[src/silo_pkg.sv]
package silo_pkg;
  localparam int STAGES = 8;
  localparam logic [7:0] RESET_VAL = 8'h00;
  localparam int SYNC_DEPTH = 2;
  localparam int FIRST_STAGE = 0;
  localparam int LAST_STAGE = 7;
  // Order {data, clear_n, shift clk, latch clk, enable_n}: clear and enable idle high
  localparam logic [4:0] SYNC_RESET_VAL = 5'h09;
endpackage : silo_pkg

[src/silo_sync_if.sv]
`timescale 1ns/1ns
interface silo_sync_if;
  logic [4:0] raw;
  logic [4:0] sync;
  modport src (output raw, input sync);
  modport dst (input raw, output sync);
endinterface : silo_sync_if

[src/silo_sync.sv]
`timescale 1ns/1ns
module silo_sync (
  input wire logic i_core_clk,
  input wire logic i_resetn,
  silo_sync_if.dst bus
);
  logic [4:0] meta_q;
  logic [4:0] sync_q;

  // Two-stage synchroniser per pin
  always_ff @(posedge i_core_clk or negedge i_resetn) begin
    if (!i_resetn) begin
      meta_q <= silo_pkg::SYNC_RESET_VAL;
      sync_q <= silo_pkg::SYNC_RESET_VAL;
    end else begin
      meta_q <= bus.raw;
      sync_q <= meta_q;
    end
  end

  assign bus.sync = sync_q;
endmodule : silo_sync

[src/silo_top.sv]
// Overview of operation
// - Clear low forces all shift stages zero
// - Shift clock rise shifts, loads serial input
// - High and low serial levels both captured
// - Shift clock fall leaves contents unchanged
// - Latch clock rise copies all stages
// - Latch clock fall keeps latch unchanged
// - Enable low drives outputs from latch
// - Enable high three-states outputs, state kept
`timescale 1ns/1ns
module silo_top (
  input wire logic i_core_clk,
  input wire logic i_resetn,
  input wire logic i_data_shift_in,
  input wire logic i_shift_clear_n,
  input wire logic i_shift_clock,
  input wire logic i_latch_load_clock,
  input wire logic i_output_enable_n,
  output logic [7:0] o_latch_outputs,
  output logic [7:0] o_latch_outputs_oe_n,
  output logic o_cascade_out
);
  silo_sync_if sif ();
  logic data_s, clr_n_s, sck_s, lck_s, oe_n_s;
  logic sck_prev_q, lck_prev_q;
  logic [7:0] shift_q, shift_d;
  logic [7:0] latch_q;
  logic [7:0] out_q;
  logic [7:0] oe_n_q;
  logic sck_rise, lck_rise;
  logic [7:0] shift_in;

  assign sif.raw = {i_data_shift_in, i_shift_clear_n, i_shift_clock,
                    i_latch_load_clock, i_output_enable_n};

  silo_sync u_sync (
    .i_core_clk(i_core_clk),
    .i_resetn(i_resetn),
    .bus(sif)
  );

  assign {data_s, clr_n_s, sck_s, lck_s, oe_n_s} = sif.sync;

  always_ff @(posedge i_core_clk or negedge i_resetn) begin
    if (!i_resetn) begin
      sck_prev_q <= 1'h0;
      lck_prev_q <= 1'h0;
    end else begin
      sck_prev_q <= sck_s;
      lck_prev_q <= lck_s;
    end
  end

  // Rising edge of a synchronised pin against its previous level
  function automatic logic is_rise(input logic now_lvl, input logic prev_lvl);
    return now_lvl & ~prev_lvl;
  endfunction : is_rise

  // Only rising edges act; falling edges ignored
  assign sck_rise = is_rise(sck_s, sck_prev_q);
  assign lck_rise = is_rise(lck_s, lck_prev_q);

  // Stage zero takes the serial level, every later stage its neighbour
  assign shift_in[silo_pkg::FIRST_STAGE] = data_s;
  for (genvar g = silo_pkg::FIRST_STAGE + 1; g <= silo_pkg::LAST_STAGE; g++) begin : g_chain
    assign shift_in[g] = shift_q[g-1];
  end

  always_comb begin
    shift_d = shift_q;
    if (!clr_n_s) begin
      shift_d = silo_pkg::RESET_VAL;
    end else if (sck_rise) begin
      shift_d = shift_in;
    end
  end

  always_ff @(posedge i_core_clk or negedge i_resetn) begin
    if (!i_resetn) begin
      shift_q <= silo_pkg::RESET_VAL;
    end else begin
      shift_q <= shift_d;
    end
  end

  always_ff @(posedge i_core_clk or negedge i_resetn) begin
    if (!i_resetn) begin
      latch_q <= silo_pkg::RESET_VAL;
    end else if (lck_rise) begin
      latch_q <= shift_q;
    end
  end

  // Output drivers: enable low drives, high floats
  always_ff @(posedge i_core_clk or negedge i_resetn) begin
    if (!i_resetn) begin
      out_q <= silo_pkg::RESET_VAL;
      oe_n_q <= 8'hFF;
    end else begin
      out_q <= latch_q;
      oe_n_q <= {silo_pkg::STAGES{oe_n_s}};
    end
  end

  assign o_latch_outputs = out_q;
  assign o_latch_outputs_oe_n = oe_n_q;
  assign o_cascade_out = shift_q[silo_pkg::LAST_STAGE];

  AST_CLEAR_ZERO: assert property (@(posedge i_core_clk) disable iff (!i_resetn)
    !clr_n_s |=> shift_q == 8'h00) else $error("shift not cleared");
  AST_SHIFT_RISE: assert property (@(posedge i_core_clk) disable iff (!i_resetn)
    clr_n_s && sck_rise |=> shift_q[7:1] == $past(shift_q[6:0]))
    else $error("shift stages did not advance");
  AST_SERIAL_CAPTURE: assert property (@(posedge i_core_clk) disable iff (!i_resetn)
    clr_n_s && sck_rise |=> shift_q[0] == $past(data_s))
    else $error("serial level not captured");
  AST_NO_FALL_SHIFT: assert property (@(posedge i_core_clk) disable iff (!i_resetn)
    clr_n_s && !sck_rise |=> $stable(shift_q)) else $error("shift without rising edge");
  AST_LATCH_LOAD: assert property (@(posedge i_core_clk) disable iff (!i_resetn)
    lck_rise |=> latch_q == $past(shift_q)) else $error("latch not loaded");
  AST_LATCH_HOLD: assert property (@(posedge i_core_clk) disable iff (!i_resetn)
    !lck_rise |=> $stable(latch_q)) else $error("latch changed without rise");
  AST_OUT_DRIVE: assert property (@(posedge i_core_clk) disable iff (!i_resetn)
    !oe_n_s |=> o_latch_outputs_oe_n == 8'h00
      && o_latch_outputs == $past(latch_q)) else $error("outputs not driven");
  AST_OUT_FLOAT: assert property (@(posedge i_core_clk) disable iff (!i_resetn)
    oe_n_s |=> o_latch_outputs_oe_n == 8'hFF) else $error("outputs not floating");
  AST_CASCADE: assert property (@(posedge i_core_clk) disable iff (!i_resetn)
    clr_n_s && sck_rise |=> o_cascade_out == $past(shift_q[6]))
    else $error("cascade output wrong");

  // Clear dominates the shift clock; a latch rise still copies the shift stages
  AST_CLEAR_OVER_SHIFT: assert property (@(posedge i_core_clk) disable iff (!i_resetn)
    !clr_n_s && sck_rise
      |=> shift_q == 8'h00)
    else $error("shift rise beat clear");
  AST_CLEAR_OVER_LATCH: assert property (@(posedge i_core_clk) disable iff (!i_resetn)
    !clr_n_s && lck_rise
      |=> shift_q == 8'h00)
    else $error("latch rise disturbed clear");
  AST_CLEAR_CASCADE: assert property (@(posedge i_core_clk) disable iff (!i_resetn)
    !clr_n_s
      |=> !o_cascade_out)
    else $error("cascade not cleared");
  AST_CLEAR_PIN: assert property (@(posedge i_core_clk) disable iff (!i_resetn)
    $fell(i_shift_clear_n)
      |-> ##3 shift_q == 8'h00)
    else $error("clear pin too slow");

  // Shift clock: one step per rise, none on fall
  AST_SHIFT_SYNC: assert property (@(posedge i_core_clk) disable iff (!i_resetn)
    $rose(i_shift_clock)
      |-> ##2 sck_rise)
    else $error("shift rise not seen");
  AST_SHIFT_ONE_STEP: assert property (@(posedge i_core_clk) disable iff (!i_resetn)
    sck_rise
      |=> !sck_rise)
    else $error("shift rise repeated");
  AST_HIGH_CAPTURE: assert property (@(posedge i_core_clk) disable iff (!i_resetn)
    clr_n_s && sck_rise && data_s
      |=> shift_q[silo_pkg::FIRST_STAGE])
    else $error("high level lost");
  AST_LOW_CAPTURE: assert property (@(posedge i_core_clk) disable iff (!i_resetn)
    clr_n_s && sck_rise && !data_s
      |=> !shift_q[silo_pkg::FIRST_STAGE])
    else $error("low level lost");
  AST_FALL_NO_SHIFT: assert property (@(posedge i_core_clk) disable iff (!i_resetn)
    clr_n_s && $fell(sck_s)
      |=> $stable(shift_q))
    else $error("shift on falling edge");
  AST_PIN_FALL_IGNORED: assert property (@(posedge i_core_clk) disable iff (!i_resetn)
    $fell(i_shift_clock)
      |-> ##2 !sck_rise)
    else $error("falling pin seen as rise");

  // Latch clock: copy on rise, hold on fall
  AST_LATCH_SYNC: assert property (@(posedge i_core_clk) disable iff (!i_resetn)
    $rose(i_latch_load_clock)
      |-> ##2 lck_rise)
    else $error("latch rise not seen");
  AST_LATCH_ONE_COPY: assert property (@(posedge i_core_clk) disable iff (!i_resetn)
    lck_rise
      |=> !lck_rise)
    else $error("latch rise repeated");
  AST_LATCH_FALL_HOLD: assert property (@(posedge i_core_clk) disable iff (!i_resetn)
    $fell(lck_s)
      |=> $stable(latch_q))
    else $error("latch changed on fall");
  AST_LATCH_PIN_FALL: assert property (@(posedge i_core_clk) disable iff (!i_resetn)
    $fell(i_latch_load_clock)
      |-> ##2 !lck_rise)
    else $error("falling latch pin seen as rise");

  // Output enable: drive or float, state kept
  AST_OUT_FOLLOWS: assert property (@(posedge i_core_clk) disable iff (!i_resetn)
    lck_rise
      |=> ##1 o_latch_outputs == $past(shift_q, 2))
    else $error("outputs miss latched data");
  AST_OE_PIN_DRIVE: assert property (@(posedge i_core_clk) disable iff (!i_resetn)
    $fell(i_output_enable_n)
      |-> ##3 o_latch_outputs_oe_n == 8'h00)
    else $error("enable pin did not drive");
  AST_OE_PIN_FLOAT: assert property (@(posedge i_core_clk) disable iff (!i_resetn)
    $rose(i_output_enable_n)
      |-> ##3 o_latch_outputs_oe_n == 8'hFF)
    else $error("enable pin did not float");
  AST_FLOAT_KEEPS_LATCH: assert property (@(posedge i_core_clk) disable iff (!i_resetn)
    oe_n_s && !lck_rise
      |=> $stable(latch_q))
    else $error("latch changed while floating");
  AST_FLOAT_KEEPS_SHIFT: assert property (@(posedge i_core_clk) disable iff (!i_resetn)
    oe_n_s && clr_n_s && !sck_rise
      |=> $stable(shift_q))
    else $error("shift changed while floating");
  AST_FLOAT_DATA_KEPT: assert property (@(posedge i_core_clk) disable iff (!i_resetn)
    oe_n_s
      |=> o_latch_outputs == $past(latch_q))
    else $error("data lost while floating");

  // Cascade moves only with the chain
  AST_CASCADE_HOLD: assert property (@(posedge i_core_clk) disable iff (!i_resetn)
    clr_n_s && !sck_rise
      |=> $stable(o_cascade_out))
    else $error("cascade changed without shift");

  COV_SHIFT: cover property (@(posedge i_core_clk) disable iff (!i_resetn)
    clr_n_s && sck_rise && data_s);
  COV_LATCH: cover property (@(posedge i_core_clk) disable iff (!i_resetn) lck_rise);
  COV_CLEAR: cover property (@(posedge i_core_clk) disable iff (!i_resetn)
    !clr_n_s && sck_rise);
  COV_FLOAT: cover property (@(posedge i_core_clk) disable iff (!i_resetn)
    oe_n_s && lck_rise);
  COV_DRIVE: cover property (@(posedge i_core_clk) disable iff (!i_resetn)
    !oe_n_s && lck_rise);
endmodule : silo_top

[config.mk]
export PLATFORM = sky130hd
export DESIGN_NAME = silo_top
export DESIGN_NICKNAME = d
export VERILOG_FILES = /design/src/silo_pkg.sv /design/src/silo_sync_if.sv /design/src/silo_sync.sv /design/src/silo_top.sv
export SDC_FILE = /design/constraint.sdc
export NUM_CORES = 1
export LEC_CHECK = 0
export BUFFER_PORTS_ARGS = -buffer_cell sky130_fd_sc_hd__buf_2
export CORE_MARGIN = 2
export CORE_UTILIZATION = 42
export CTS_CLUSTER_DIAMETER = 50
export DETAILED_ROUTE_END_ITERATION = 10
export SLEW_MARGIN = 0
export SYNTH_ARGS = -nofsm -noshare
export SYNTH_HDL_FRONTEND = slang
export SYNTH_HIERARCHICAL = 1
export SYNTH_SLANG_ARGS = --single-unit
[constraint.sdc]
create_clock -name i_core_clk -period 2 [get_ports i_core_clk]
set_input_delay 0.4 -clock i_core_clk [delete_from_list [all_inputs] [get_ports i_core_clk]]
set_output_delay 0.4 -clock i_core_clk [all_outputs]
set_load 0.005 [all_outputs]
# ---- Word-level counts from Yosys, hierarchy flattened
# Cells that the tools add are included.
dict set report word_totals {
  regBits 37
  input_bits 7
  output_inout_bits 17
  wordCells 15
}
dict set report classes {
  eq_ne 1
  mux 2
  bitwise_logic 4
}
# operator count
set ops {}
lappend ops {{$mux W8} 2}
lappend ops {{$and A1 B1 Y1} 2}
lappend ops {{$ne A2 B2 Y1 const B} 1}
lappend ops {{$not A1 Y1} 2}

# ---- Depth between registers and ports, before layout
dict set report logic_depth {
  ltp_word 4
  depth_mapped 3
  depth_no_buf 2
}

# ---- Hierarchy
# The synthesis kept the hierarchy.
# mod n_inst cells_per_inst area_per_inst_um2 seq_area_each_um2
set by_module_without_submodules {}
lappend by_module_without_submodules {silo_top 1 64 1007.2 676.9}
lappend by_module_without_submodules {silo_sync 1 10 255.2 255.2}

# ---- Least setup slack after synthesis
# No wires, ideal clock.
dict set report synth_timing {
  path_kind {register to output}
  start {reg o_latch_outputs_oe_n[0] (netlist name)}
  end {out o_latch_outputs_oe_n[1]}
  arrival_time_ns 0.689
  t_required_ns 1.600
  path_slack_ns 0.911
  path_stages_with_launch 2
  n_path_buf 1
  path_cell_list {dfstp_2 > buf_4}
}
# element line
set synth_lines {}
lappend synth_lines {{end, declared} silo_top.sv:20} ;# output logic [7:0] o_latch_outputs_oe_n,
# No word-level cell between the ends.

# ---- Worst setup path in the final report
dict set report layout_timing {
  start {reg o_latch_outputs_oe_n[0] (netlist name)}
  end {out o_latch_outputs_oe_n[5]}
}
# No word-level cell between the ends.

==> run metrics <==
LEAKAGE 0.740 nW; CTS tree built; P_sw 0.266 mW; Residual DRC 2; Yosys warning total 6; Worst-Margin Slew 0.781 ns; drt pass-1 iters 7; part of the power in registers ~65%; top cells by area, synth dfrtp_1 63%, dfstp_2 10%, mux2_4 9.5%, mux2i_1 6.3%, buf_4 4.8%; Fmax 699 MHz; Power Internal 0.929 mW; Reg clk slew, reported paths 0.11 ns; Tcrit/Tclk final about 71%; Post-DP HPWL 1.01 mm; post-CTS setup buffers 0; Top FF cell, synth dfrtp_1; Antenna diodes 0; critical path arrival ~1.0 ns; WL final 1.58 mm; max-slew violations 0; Post-synth EDFFs 0; core area roughly 2800 um2; Netlist cell types 10; Synth-to-Final Area Change 10.8%; Post-CTS Hold Fix Bufs 0; Critical Path Source Type flip-flop; Avg WL per Cell between 10 and 15 um; Total Power 1.20 mW; Yosys reg bits 37; min Tclk post-route 1.43 ns; failing checks DRC; crit-path cells buf_2; Placed Area 1350 um2; first-pass GRT wire length 2.62 mm; slack of the critical path 0.570 ns; Post-synth ARST share 100%; Setup WS pre-CTS 0.930 ns; CTS root buf clkbuf_4; GP Congestion 0.721; Worst-Skew Late Latency 0.33 ns; total track usage between 10% and 20%; vias per std cell 4.72; grt ovf 0; CP max-delay cell dfstp_2; initial antenna violation count 0; Worst Path Required 1.60 ns; H-tree Lvls 2; Mapped Cells 74; outcome finished, violations left; Max FO, Critical Path 8; Initial Util 45.0%; slew margin rel. 47.9%; max-cap violation count 0; Die H 58.8 um; Synth area leader dfrtp_1; Switching Fraction 22.3%; hold violation count in the final report 0; power density over cell area 854 nW/um2; Worst Hold Class in2async; RSZ-0062 raised after global routing false; syn nets 81; family with the most delay on the worst path flip-flops; die width 58.8 um; Post-Synthesis Cell Area 1260 um2; Setup Viol. Count Final 0; Logic pwr share 4.5%; clock buffer depth 2; I/O Pins 24; Setup crit end kind primary output; post-synthesis sequential area ratio 73.8%; most numerous cell in the Yosys netlist dfrtp_1; setup tns final 0 ns; maximum vdd drop 469 uV; row count 19; Clk pwr share 30.1%; Post-synth top cells 32 x dfrtp_1, 9 x nand2_1, 8 x buf_4, 8 x mux2_4, 8 x mux2i_1; nets@finish around 100; number of buffers created by CTS 5; Gates resized, CTS repair 0; pin count of the biggest net entering global routing 38; Buffers & Inverters on Critical Path 1; fin area 1400 um2; worst hold slack 0.137 ns; Port Buffers 23; DR vias 599; area share of the largest cell type after synthesis 63.4%; Setup CP Type reg2out; crit-path max cell delay about 0.58 ns; Max Clock Skew 0.00730 ns; drt first-iter violations 14; Avg Cell Area, Syn between 15 and 20 um2; Num Clock Sinks 37; layout cells sized above 1 46.9%; number of global-route vias before repair 541; Routed Antenna Nets 0; Die Area ~3500 um2
==> flip-flops by register name (all words and copies together), names as in the netlist <==
register	flops
sck_prev_q	1
u_sync/meta_q	5
lck_prev_q	1
latch_q	8
u_sync/bus.sync	5
o_latch_outputs	8
o_latch_outputs_oe_n	1
shift_q	8
==> worst paths after layout <==
| path | startpoint | endpoint | slack [ns] | depth (start not counted) |
|---|---|---|---|---|
| setup / recovery | o_latch_outputs_oe_n[0] | o_latch_outputs_oe_n[5] | 0.57 | 1 |
| hold / removal | i_resetn | shift_q[4] | 0.14 | 1 |
| setup reg to reg | u_sync/bus.sync[1] | latch_q[0] | 0.98 | 2 |
| hold reg to reg | u_sync/meta_q[2] | u_sync/bus.sync[2] | 0.36 | 0 |
| max in group asynchronous | i_resetn | o_latch_outputs[0] | 1.37 | 1 |
| min in group i_core_clk | i_output_enable_n | u_sync/meta_q[0] | 0.16 | 1 |
==> layout make-up <==
class | instances | area [um2]
Sequential cell | 37 | 932
Clock buffer | 6 | 41.3
Fill cell | 258 | 1410
Tap cell | 31 | 38.8
Timing Repair Buffer | 24 | 123
Clock inverter | 2 | 10.0
Multi-Input combinational cell | 27 | 254
==> power groups by stage <==
stage	logic, mW	registers (mW)	clock network (mW)
4_1_cts	0.0553	0.782	0.381
3_5_place_dp	0.0548	0.797	0
5_1_grt	0.0599	0.785	0.410
3_3_place_gp	0.0546	0.795	0
6_report	0.0535	0.781	0.360
2_1_floorplan	0.0368	0.793	0
==> per-stage QoR <==
stage / instances / utilization, %
after global routing: 127 / 49.9
after detailed placement: 119 / 48.0
after global placement: 119 / 48.0
after floorplan: 74 / -
final: 127 / 49.9
after CTS: 127 / 49.9
==> cell usage in the layout (no fill, tap or decap), drive strengths merged <==
| master | count |
|---|---|
| clkbuf | 6 |
| clkinv | 2 |
| dfstp | 5 |
| nand2 | 9 |
| nand2b | 1 |
| mux2 | 8 |
| dfrtp | 32 |
| mux2i | 8 |
| nor2b | 1 |
| buf | 24 |
==> logic make-up (layout without fill, tap and decap cells) <==
logic type | count (synthesis) | in the layout | share of synthesized area (%)
muxes | 16 | 16 | 15.9
and+or+nand+nor | 11 | 11 | 4.26
buffers and inverters | 10 | 32 | 6.05
DFF | 37 | 37 | 73.8
==> metal layers <==
layer	GRT usage [%]	part of all wire, %	vias to the layer above
li1	-	-	276
met1	13.8	45	293
met2	14.8	44	24
met3	5.93	8.7	6
met4	5.84	2.7	0
met5	0	0	-
Power figures use the tool's default switching activity.
